## config.mk

```make
export PLATFORM = sky130hd
export DESIGN_NAME = branch_bitset_decode
export DESIGN_NICKNAME = d
export VERILOG_FILES = /design/src/hw/branch_bitset_decode.v /design/src/hw/phase_gen.v
export VERILOG_INCLUDE_DIRS = /design/src /design/src/hw
export SDC_FILE = /design/constraint.sdc
export NUM_CORES = 1
export LEC_CHECK = 0
export BUFFER_PORTS_ARGS = -buffer_cell sky130_fd_sc_hd__clkbuf_2
export CORE_MARGIN = 1.5
export CORE_UTILIZATION = 51
export CTS_CLUSTER_SIZE = 12
export DETAILED_ROUTE_END_ITERATION = 10
export PLACE_DENSITY_LB_ADDON = 0.12
export REMOVE_ABC_BUFFERS = 1
export SLEW_MARGIN = 20
export SYNTH_ARGS = -nofsm -noshare
export SYNTH_HDL_FRONTEND = slang
export SYNTH_SLANG_ARGS = --single-unit
```

## constraint.sdc

```tcl
create_clock -name clk -period 2.8 [get_ports clk]
set_clock_uncertainty 0.2 [all_clocks]
set_input_delay 0.28 -clock clk [delete_from_list [all_inputs] [get_ports clk]]
set_output_delay 0.28 -clock clk [all_outputs]
set_load 0.02 [all_outputs]
```

## src/hw/branch_bitset_consts.vh

```
// Constants for the branch, bit-set and bit-test-skip decoder.
// Assumes one core clock with a phase counter splitting each instruction cycle in four.
// Summary of operation
// RULE_01 - Top nibble 1101 is the relative jump; low eleven bits are signed offset.
// RULE_02 - Jump target is incremented counter plus twice offset, offset -1024 to 1023.
// RULE_03 - Relative jump is one word, two cycles; second cycle is a no-operation.
// RULE_04 - Relative jump and bit set leave arithmetic status flags untouched.
// RULE_05 - Top nibble 1000 is bit set: bit field, bank selector, eight-bit address.
// RULE_06 - Bit set forces chosen bit to one by read-modify-write in one cycle.
// RULE_07 - Selector 0 uses shared access bank; selector 1 uses bank select register.
// RULE_08 - Selector 0 with extended set treats addresses up to 95 as indexed offset.
// RULE_09 - Top nibble 1011 is test-skip-if-clear with the same field layout.
// RULE_10 - Top nibble 1010 is test-skip-if-set, skipping when tested bit is one.
// RULE_11 - A skip discards the fetched word and runs a no-operation, one or two cycles.
`ifndef BRANCH_BITSET_CONSTS_VH
`define BRANCH_BITSET_CONSTS_VH
`define OPC_JUMP 4'hD
`define OPC_BSET 4'h8
`define OPC_SKIP_CLR 4'hB
`define OPC_SKIP_SET 4'hA
`define OPC_MSB 15
`define OPC_LSB 12
`define OFFS_MSB 10
`define BIT_MSB 11
`define BIT_LSB 9
`define SEL_POS 8
`define FADDR_MSB 7
`define IDX_LIMIT 8'h5F
`define ACCESS_SPLIT 8'h80
`define ACCESS_HIGH_BANK 4'hF
`define PH_Q1 2'h0
`define PH_Q2 2'h1
`define PH_Q3 2'h2
`define PH_Q4 2'h3
`define PC_W 21
`define PC_STEP 21'h000002
`define NOP_NONE 2'h0
`define NOP_ONE 2'h1
`define NOP_TWO 2'h2
`define BIT_ONE 8'h01
`define ADDR_PAD 4'h0
`define PH_STEP 2'h1
`endif

```

## src/hw/branch_bitset_decode.v

```verilog
// Decode and execution of the relative jump, bit set and bit test skip instructions.
// Assumes the fetch unit holds instr stable for a whole instruction cycle and that
// data memory returns rd_data combinationally from data_addr.
`include "branch_bitset_consts.vh"
module branch_bitset_decode (
  input wire clk,
  input wire rst,
  input wire [15:0] instr,
  input wire next_two_word,
  input wire [`PC_W-1:0] pc_in,
  input wire [3:0] bank_select_register,
  input wire [11:0] fsr2,
  input wire ext_set_en,
  input wire [7:0] rd_data,
  output wire [1:0] phase,
  output reg [11:0] data_addr,
  output reg data_rd,
  output reg data_wr,
  output reg [7:0] wr_data,
  output reg pc_load,
  output reg [`PC_W-1:0] pc_value,
  output wire flags_we,
  output reg squash,
  output wire busy
);
  // ----------------------------------------------------------------
  // Helper functions
  // ----------------------------------------------------------------
  // Tells whether the top nibble of a word matches an opcode.
  function op_is;
    input [15:0] word;
    input [3:0] code;
    begin
      op_is = (word[`OPC_MSB:`OPC_LSB] == code);
    end
  endfunction

  // Jump target: counter of the next word plus the doubled signed offset.
  function [`PC_W-1:0] jump_target;
    input [`PC_W-1:0] pc;
    input [15:0] word;
    reg [`PC_W-1:0] offs;
    begin
      offs = {{(`PC_W-`OFFS_MSB-2){word[`OFFS_MSB]}}, word[`OFFS_MSB:0], 1'b0};
      jump_target = pc + `PC_STEP + offs; // [RULE_02]
    end
  endfunction

  // One-hot mask of the bit that a bit-oriented word selects.
  function [7:0] mask_of;
    input [15:0] word;
    begin
      mask_of = `BIT_ONE << word[`BIT_MSB:`BIT_LSB];
    end
  endfunction

  // Resolves the eight-bit file field into a full data address.
  function [11:0] resolve_addr;
    input [15:0] word;
    input [3:0] bank;
    input [11:0] base;
    input ext_en;
    reg [7:0] f;
    begin
      f = word[`FADDR_MSB:0];
      if (word[`SEL_POS]) begin
        resolve_addr = {bank, f}; // [RULE_07]
      end else if (ext_en && (f <= `IDX_LIMIT)) begin
        resolve_addr = base + {`ADDR_PAD, f}; // [RULE_08]
      end else if (f >= `ACCESS_SPLIT) begin
        resolve_addr = {`ACCESS_HIGH_BANK, f}; // [RULE_07]
      end else begin
        resolve_addr = {`ADDR_PAD, f}; // [RULE_07]
      end
    end
  endfunction

  // Number of no-operation cycles that a taken skip leaves behind.
  function [1:0] skip_nops;
    input two_word;
    begin
      if (two_word) begin
        skip_nops = `NOP_TWO; // [RULE_11]
      end else begin
        skip_nops = `NOP_ONE; // [RULE_11]
      end
    end
  endfunction

  // True when a bit test lands on the outcome that asks for a skip.
  function skip_due;
    input clr_op;
    input set_op;
    input bit_val;
    begin
      skip_due = (clr_op && !bit_val) || (set_op && bit_val); // [RULE_09] [RULE_10]
    end
  endfunction

  // ----------------------------------------------------------------
  // Decode
  // ----------------------------------------------------------------
  wire cycle_end;
  reg [1:0] nop_cnt_reg;
  reg [1:0] nop_cnt_next;
  reg test_bit_reg;
  wire active = (nop_cnt_reg == `NOP_NONE);
  wire relative_jump_op = active && op_is(instr, `OPC_JUMP); // [RULE_01]
  wire file_bit_set_op = active && op_is(instr, `OPC_BSET); // [RULE_05]
  wire test_bit_skip_clear_op = active && op_is(instr, `OPC_SKIP_CLR); // [RULE_09]
  wire test_bit_skip_set_op = active && op_is(instr, `OPC_SKIP_SET); // [RULE_10]
  wire bit_op = file_bit_set_op | test_bit_skip_clear_op | test_bit_skip_set_op;
  wire [7:0] bit_mask = mask_of(instr);
  wire skip_taken = skip_due(test_bit_skip_clear_op, test_bit_skip_set_op, test_bit_reg);

  phase_gen u_phase (
    .clk(clk),
    .rst(rst),
    .phase_reg(phase),
    .cycle_end(cycle_end)
  );

  // None of these instructions touches the arithmetic flags.
  assign flags_we = 1'b0; // [RULE_04]
  assign busy = !active;

  // ----------------------------------------------------------------
  // Address resolution
  // ----------------------------------------------------------------
  always @* begin
    data_addr = resolve_addr(instr, bank_select_register, fsr2, ext_set_en); // [RULE_07]
  end

  // ----------------------------------------------------------------
  // Phase sequencing
  // ----------------------------------------------------------------
  always @(posedge clk) begin
    if (rst) begin
      data_rd <= 1'b0;
      data_wr <= 1'b0;
      wr_data <= 8'h00;
      pc_load <= 1'b0;
      pc_value <= {`PC_W{1'b0}};
      squash <= 1'b0;
      test_bit_reg <= 1'b0;
    end else begin
      data_rd <= 1'b0;
      data_wr <= 1'b0;
      pc_load <= 1'b0;
      squash <= 1'b0;
      case (phase)
        `PH_Q1: begin
          if (bit_op) begin
            data_rd <= 1'b1;
          end
        end
        `PH_Q2: begin
          if (bit_op) begin
            test_bit_reg <= |(rd_data & bit_mask);
            wr_data <= rd_data | bit_mask; // [RULE_06]
          end
        end
        `PH_Q3: begin
          if (file_bit_set_op) begin
            data_wr <= 1'b1; // [RULE_06]
          end
          if (relative_jump_op) begin
            pc_value <= jump_target(pc_in, instr); // [RULE_02]
            pc_load <= 1'b1;
          end
        end
        `PH_Q4: begin
          if (skip_taken) begin
            squash <= 1'b1; // [RULE_11]
          end
        end
        default: begin
          data_rd <= 1'b0;
        end
      endcase
    end
  end

  // ----------------------------------------------------------------
  // No-operation counter
  // ----------------------------------------------------------------
  // Counts the dead cycles after a jump or a taken skip; the fetched word
  // is ignored while the count is not zero.
  always @(posedge clk) begin
    if (rst) begin
      nop_cnt_reg <= `NOP_NONE;
    end else begin
      nop_cnt_reg <= nop_cnt_next;
    end
  end

  always @* begin
    nop_cnt_next = nop_cnt_reg;
    if (cycle_end) begin
      if (relative_jump_op) begin
        nop_cnt_next = `NOP_ONE; // [RULE_03]
      end else if (skip_taken) begin
        nop_cnt_next = skip_nops(next_two_word); // [RULE_11]
      end else if (!active) begin
        nop_cnt_next = nop_cnt_reg - `NOP_ONE;
      end
    end
  end
endmodule // branch_bitset_decode

```

## src/hw/phase_gen.v

```verilog
// Four-phase generator for the instruction cycle.
// Assumes the core clock and synchronous reset.
`include "branch_bitset_consts.vh"
module phase_gen (
  input wire clk,
  input wire rst,
  output reg [1:0] phase_reg,
  output wire cycle_end
);
  assign cycle_end = (phase_reg == `PH_Q4);
  always @(posedge clk) begin
    if (rst) begin
      phase_reg <= `PH_Q1;
    end else begin
      phase_reg <= phase_reg + `PH_STEP;
    end
  end
endmodule // phase_gen

```

==> flow_summary.json, run 1 <==
{
  "highest_layer": "met4",
  "hpwl_um": 6370,
  "vias": 3351,
  "ys_ff_latch": 38,
  "first_pass_iters": 4,
  "outcome": "complete, no violations",
  "hp-start": "pc_in[0]",
  "pre_cts_ws_ns": -0.254,
  "wl_um": 7780,
  "die-area_um2": 6940,
  "clock_path_buffers": 2,
  "cts_buffers": 5,
  "io-pin-count": 114,
  "drv_slew": 0,
  "largest_reg_flops": 21,
  "r2r_end": "pc_value[8]",
  "yosysTopAreaCell": "dfxtp_1",
  "drv_cap": 0,
  "reg2reg_slack_ns": 0.62,
  "cts_tree": "yes",
  "max_freq_mhz": 365,
  "grt_pass1_wl_um": 12800,
  "start_util": 0.524,
  "antenna_found_initial": 0,
  "dpl_cell_area_um2": 4070,
  "clkTransAtPathRegs_ns": 0.08,
  "syn2layout_area_growth_pct": 31.4,
  "finalSetupViolCount": 0,
  "yosys_most_used_dff": "dfxtp_1",
  "grt_start_max_net_pins": 26,
  "finalHoldViolations": 0,
  "portBuffers": 112,
  "ys_warn_count": 0,
  "clk_latency_ns": 0.29,
  "cts_max_level": 2,
  "drive_gt1_frac": 0.313,
  "met1Wirelength_um": 3480,
  "hold_depth": 3,
  "ys_types": 58,
  "critPathKind": "input port to output port",
  "cts.sinks": 38,
  "chipHeight_um": 83.3,
  "period_needed_ns": 2.74,
  "hold_path.class": "input port to flop",
  "cp_max_fo": 3,
  "synth_top_area_share": 0.231,
  "grt_pass1_vias": 3082,
  "crit_path_start_kind": "input port",
  "power.density_nw_per_um2": 408,
  "utilization": 0.689,
  "core.rowCount": 29,
  "largestRegisters": "pc_value x21, wr_data x8",
  "total_power_mw": 1.77,
  "async_reset_ff_frac": 0,
  "grt_remaining_overflow": 0,
  "setup_ws_ns": 0.0623,
  "synth_edf_count": 0,
  "power_leakage_nw": 2.10,
  "holdBufCountCts": 0,
  "core_area_um2": 6280,
  "drtIter0Drc": 103,
  "die_w_um": 83.3,
  "netlist_instances": 407,
  "ir_drop_mv": 0.334,
  "viasPerCell": 5.43,
  "yosysSeqAreaShare": 0.231,
  "cp-end-kind": "output port",
  "wl_per_cell_um": 12.6,
  "wl_met2_um": 3860,
  "drtAntennaViolNets": 0,
  "antennaDiodeCount": 0,
  "fill_cells": 564,
  "hold_end": "pc_value[0]",
  "max_flop_register": "pc_value",
  "design_area_um2": 4330,
  "drc": 0,
  "synth_area_um2": 3290,
  "track_usage": 0.217,
  "postSynthAreaPerCell_um2": 8.09,
  "crit_arrival_ns": 2.26,
  "netlist_top_cells_area": "dfxtp_1 (23%), ha_1 (19%), a21oi_1 (5.5%)",
  "place_congestion": 0.893,
  "cts-root-buf": "clkbuf_8",
  "period_share": 0.978,
  "nets": 656,
  "holdWs_ns": 0.0200,
  "r2r_cells": 8,
  "cp.required_ns": 2.32,
  "r2r_start": "nop_cnt_reg[0]",
  "met3WireLength_um": 345
}
## synthesized netlist by cell type (2+ instances only)
master and n:
a221o_1 3, o21a_1 3, xnor2_1 14, nor4_1 3, o21ai_1 2, nand3_1 8, mux4_2 2, or2_2 2
nand3b_1 3, fa_1 2, o21bai_1 2, nor2_1 31, xor2_1 9, nor2b_1 7, nand2b_1 5, a21o_1 11
and2_1 2, a211oi_1 18, clkbuf_1 10, nor3_1 8, a21oi_1 36, and3_1 3, buf_1 3, a22o_1 3
ha_1 50, o21ai_0 20, inv_1 21, dfxtp_1 38, or3_1 4, a31oi_1 9, nand2_1 44, nor3b_1 4
or2b_1 2
## through the flow
stage	TNS [ns]	std cells
after floorplan	0	392
after global placement	-0.261	605
after detailed placement	-0.560	605
after CTS	-0.0292	613
after global routing	-0.00435	617
final	0	617
## metal layers
metal	vias to the layer above	global-route usage
li1	1741	-
met1	1522	0.263
met2	80	0.403
met3	8	0.0358
met4	0	0.0409
met5	-	0
## worst max-delay path by stage
stage                     slack [ns]  cells after the start  startpoint       endpoint
after floorplan                 0.18                     10    instr[0]  data_addr[10]
after global placement         -0.16                     12    instr[0]  data_addr[10]
after detailed placement       -0.25                     12    instr[0]  data_addr[10]
after CTS                      -0.03                     12    instr[0]  data_addr[10]
after global routing          -0.004                     12    instr[0]  data_addr[10]
final                           0.06                     12     fsr2[0]  data_addr[10]
## critical path, stage by stage
cell and delay (ns):
buf_6 0.08, ha_4 0.13, inv_2 0.04, fa_2 0.37
nor2b_1 0.13, o21ai_1 0.10, a21boi_1 0.24, o21ai_2 0.13
a211oi_2 0.23, xor2_1 0.10, a221o_1 0.31, buf_6 0.13
## layout make-up
| class | instances | area (µm²) | area share |
|---|---|---|---|
| Clock inverter | 3 | 68.8 | 0.0159 |
| Clock buffer | 5 | 68.8 | 0.0159 |
| Multi-Input combinational cell | 333 | 2450 | 0.566 |
| Sequential cell | 38 | 761 | 0.176 |
| Tap cell | 77 | 96.3 | 0.0223 |
| Inverter | 21 | 78.8 | 0.0182 |
| Timing Repair Buffer | 140 | 806 | 0.186 |
## placed cells by master, fill, tap and decap left out, drive strengths merged, types with 18 or more instances in the layout
master | netlist | layout
clkbuf | 10 | 112
ha | 50 | 50
nand2 | 44 | 44
dfxtp | 38 | 38
a21oi | 37 | 37
buf | 5 | 33
nor2 | 31 | 31
o21ai | 22 | 22
inv | 21 | 21
a211oi | 18 | 18
## what timing repair did
action / 4_1_cts / 5_1_grt
endpoints found under the setup margin: 3 / 4
setup buffers: 0 / 5
pin swaps: 2 / 16
resized for setup: 6 / 23
## cells by family after synthesis
kind of cell	share of synthesized area
AND/OR/NAND/NOR	0.195
AO/OA/AOI/OAI	0.246
adder cells (fa/ha/maj)	0.202
flip-flops	0.231
buffers and inverters	0.0426
XOR/XNOR	0.0612
multiplexers	0.0202
other	0.00114
## power breakdown
group,switching (mW),internal [mW],total [mW]
clock network,0.203,0.357,0.560
registers,0.00718,0.551,0.558
logic,0.348,0.301,0.648
total,0.558,1.21,1.77
No activity file was read; power rests on OpenSTA's default activity.
==> run 2, diff against run 1 <==
--- a/config.mk
+++ b/config.mk
@@ -6,9 +6,12 @@
 export SDC_FILE = /design/constraint.sdc
 export NUM_CORES = 1
 export LEC_CHECK = 0
+export ABC_AREA = 1
 export BUFFER_PORTS_ARGS = -buffer_cell sky130_fd_sc_hd__clkbuf_2
+export CELL_PAD_IN_SITES_DETAIL_PLACEMENT = 0
+export CELL_PAD_IN_SITES_GLOBAL_PLACEMENT = 1
 export CORE_MARGIN = 1.5
-export CORE_UTILIZATION = 51
+export CORE_UTILIZATION = 32
 export CTS_CLUSTER_SIZE = 12
 export DETAILED_ROUTE_END_ITERATION = 10
 export PLACE_DENSITY_LB_ADDON = 0.12
==> flow_summary.json, run 2 <==
{
  "outcome": "complete, no violations",
  "path_cells": "clkbuf_2 > ha_1 > inv_1 > fa_1 > o21ai_0 > nand2_1 > nand2_1 > a21oi_1 > o21ai_0 > nand2_1 > clkbuf_2",
  "grt_pass1_wl_um": 15500,
  "synth_edf_count": 0,
  "grt_remaining_overflow": 0,
  "cts_buffers": 5,
  "pre_cts_ws_ns": 0.255,
  "power.density_nw_per_um2": 372,
  "drtAntennaViolNets": 0,
  "die-area_um2": 11800,
  "critPathKind": "input port to output port",
  "portBuffers": 112,
  "core.rowCount": 38,
  "die_w_um": 109,
  "antennaDiodeCount": 0,
  "seq_area_um2": 761,
  "yosys_most_used_dff": "dfxtp_1",
  "period_needed_ns": 2.47,
  "drive_gt1_frac": 0.191,
  "nets": 790,
  "first_pass_iters": 4,
  "cp_max_fo": 3,
  "cp.required_ns": 2.32,
  "track_usage": 0.163,
  "cts_tree": "yes",
  "antenna_found_initial": 0,
  "reg2reg_slack_ns": 0.90,
  "core_area_um2": 10900,
  "largest_reg_flops": 21,
  "setup_ws_ns": 0.332,
  "cts_max_level": 2,
  "cp.depth": 11,
  "r2r_cells": 10,
  "clock_path_buffers": 2,
  "cpPeakStageDelay_ns": 0.41,
  "final_common_cell": "nand2_1",
  "finalHoldViolations": 0,
  "postSynthAreaPerCell_um2": 6.35,
  "r2r_start": "nop_cnt_reg[0]",
  "cp_num_buf_inv": 3,
  "max_freq_mhz": 405,
  "max_flop_register": "pc_value",
  "finalSetupViolCount": 0,
  "cts-resized-gates": 0,
  "hold_path.class": "input port to flop",
  "drc": 0,
  "wl_per_cell_um": 11.7,
  "clk_latency_ns": 0.29,
  "crit_arrival_ns": 1.99,
  "ys_ff_latch": 38,
  "period_share": 0.881,
  "ir_drop_mv": 0.168,
  "power_leakage_nw": 2.55,
  "hpwl_um": 8040,
  "synth_common_cells": "nand2_1 (154), inv_1 (84), ha_1 (50), nor2_1 (49), nand3_1 (48)",
  "critical_path.endpoint": "data_addr[8]",
  "fin_setup_tns_ns": 0,
  "path_common_cell": "nand2_1",
  "ys_types": 35,
  "cp-end-kind": "output port",
  "wl_um": 9520,
  "syn2layout_area_growth_pct": 22.2,
  "drv_slew": 0,
  "yosysTopAreaCell": "dfxtp_1",
  "drtIter0Drc": 151,
  "cts-root-buf": "clkbuf_8",
  "grt_pass1_vias": 3503,
  "drv_cap": 0,
  "cp_slowest_cell": "fa_1",
  "startpoint": "instr[0]",
  "grt_start_max_net_pins": 27,
  "r2r_end": "pc_value[19]",
  "synth_top_area_share": 0.212,
  "netlist_top_cells_area": "dfxtp_1 (21%), ha_1 (17%), nand2_1 (16%)",
  "clkTransAtPathRegs_ns": 0.08,
  "crit_path_start_kind": "input port",
  "postCtsSetupRepairBufs": 0,
  "synth.most_common_cell": "nand2_1",
  "synth_area_um2": 3580,
  "fill_cells": 1239,
  "largestRegisters": "pc_value x21, wr_data x8",
  "io-pin-count": 114,
  "viasPerCell": 4.63,
  "rsz0062_at_grt": "false",
  "mostFrequentLayoutCells": "nand2_1 (154), clkbuf_2 (112), inv_1 (84)",
  "multi_input_area_um2": 2430,
  "holdBufCountCts": 0,
  "async_reset_ff_frac": 0,
  "chipHeight_um": 109,
  "start_util": 0.329,
  "netlist_instances": 564,
  "yosysSeqAreaShare": 0.212,
  "ys_warn_count": 0,
  "cts.sinks": 38,
  "vias": 3772,
  "place_congestion": 0.816,
  "cpLargestDelayFamily": "adder cells"
}
-- run 2: cell type report --
cell class	instances	area share
well taps	140	0.0400
flip-flops and latches	38	0.174
clock buffers	5	0.0157
inverters	87	0.0752
repair buffers	113	0.130
clock inverters	3	0.00915
multi-input cells	428	0.556
-- run 2: how the worst min path moves through the flow --
stage / start / to / slack (ns) / cells past startpoint
2_1_floorplan: rst / u_phase.phase_reg[0] / 0.15 / 1
3_3_place_gp: pc_value[4] / pc_value[4] / 0.25 / 2
3_5_place_dp: pc_value[4] / pc_value[4] / 0.26 / 2
4_1_cts: pc_in[0] / pc_value[0] / 0.01 / 3
5_1_grt: rd_data[1] / wr_data[1] / 0.04 / 3
6_report: pc_in[0] / pc_value[0] / 0.02 / 3
-- run 2: through the flow --
stage | cells | util | power [mW] | hold slack (ns) | area (µm²)
after CTS | 814 | 0.402 | 1.65 | 0.0106 | 4380
after floorplan | 553 | - | 0.990 | 0.147 | 3520
after global placement | 806 | 0.392 | 1.18 | 0.250 | 4270
final | 814 | 0.402 | 1.63 | 0.0179 | 4380
after detailed placement | 806 | 0.392 | 1.18 | 0.256 | 4270
after global routing | 814 | 0.402 | 1.76 | 0.0368 | 4380
-- run 2: cell families (layout without fill, tap and decap cells) --
| group | after synthesis | after routing | synth area share |
|---|---|---|---|
| other | 1 | 1 | 0.00105 |
| AND/OR/NAND/NOR | 270 | 270 | 0.321 |
| XOR/XNOR | 14 | 14 | 0.0342 |
| flip-flops | 38 | 38 | 0.212 |
| adder cells (fa/ha/maj) | 52 | 52 | 0.186 |
| buffers and inverters | 98 | 208 | 0.108 |
| AO/OA/AOI/OAI | 91 | 91 | 0.137 |
-- run 2: where the power goes --
part | switching (mW) | internal (mW)
Clock | 0.204 | 0.263
Combinational | 0.374 | 0.226
Sequential | 0.00802 | 0.552
Total | 0.586 | 1.04
-- run 2: per-layer routing --
layer  track usage  share of wire  up-vias
li1              -              -     2039
met1         0.205           0.47     1660
met2         0.295           0.48       69
met3        0.0317          0.046        4
met4        0.0160         0.0053        0
met5             0              0        -
-- run 2: tightest hold or removal path, stage by stage --
cell and delay (ns):
clkbuf_2 0.08, nor2_1 0.03, nor2_1 0.08
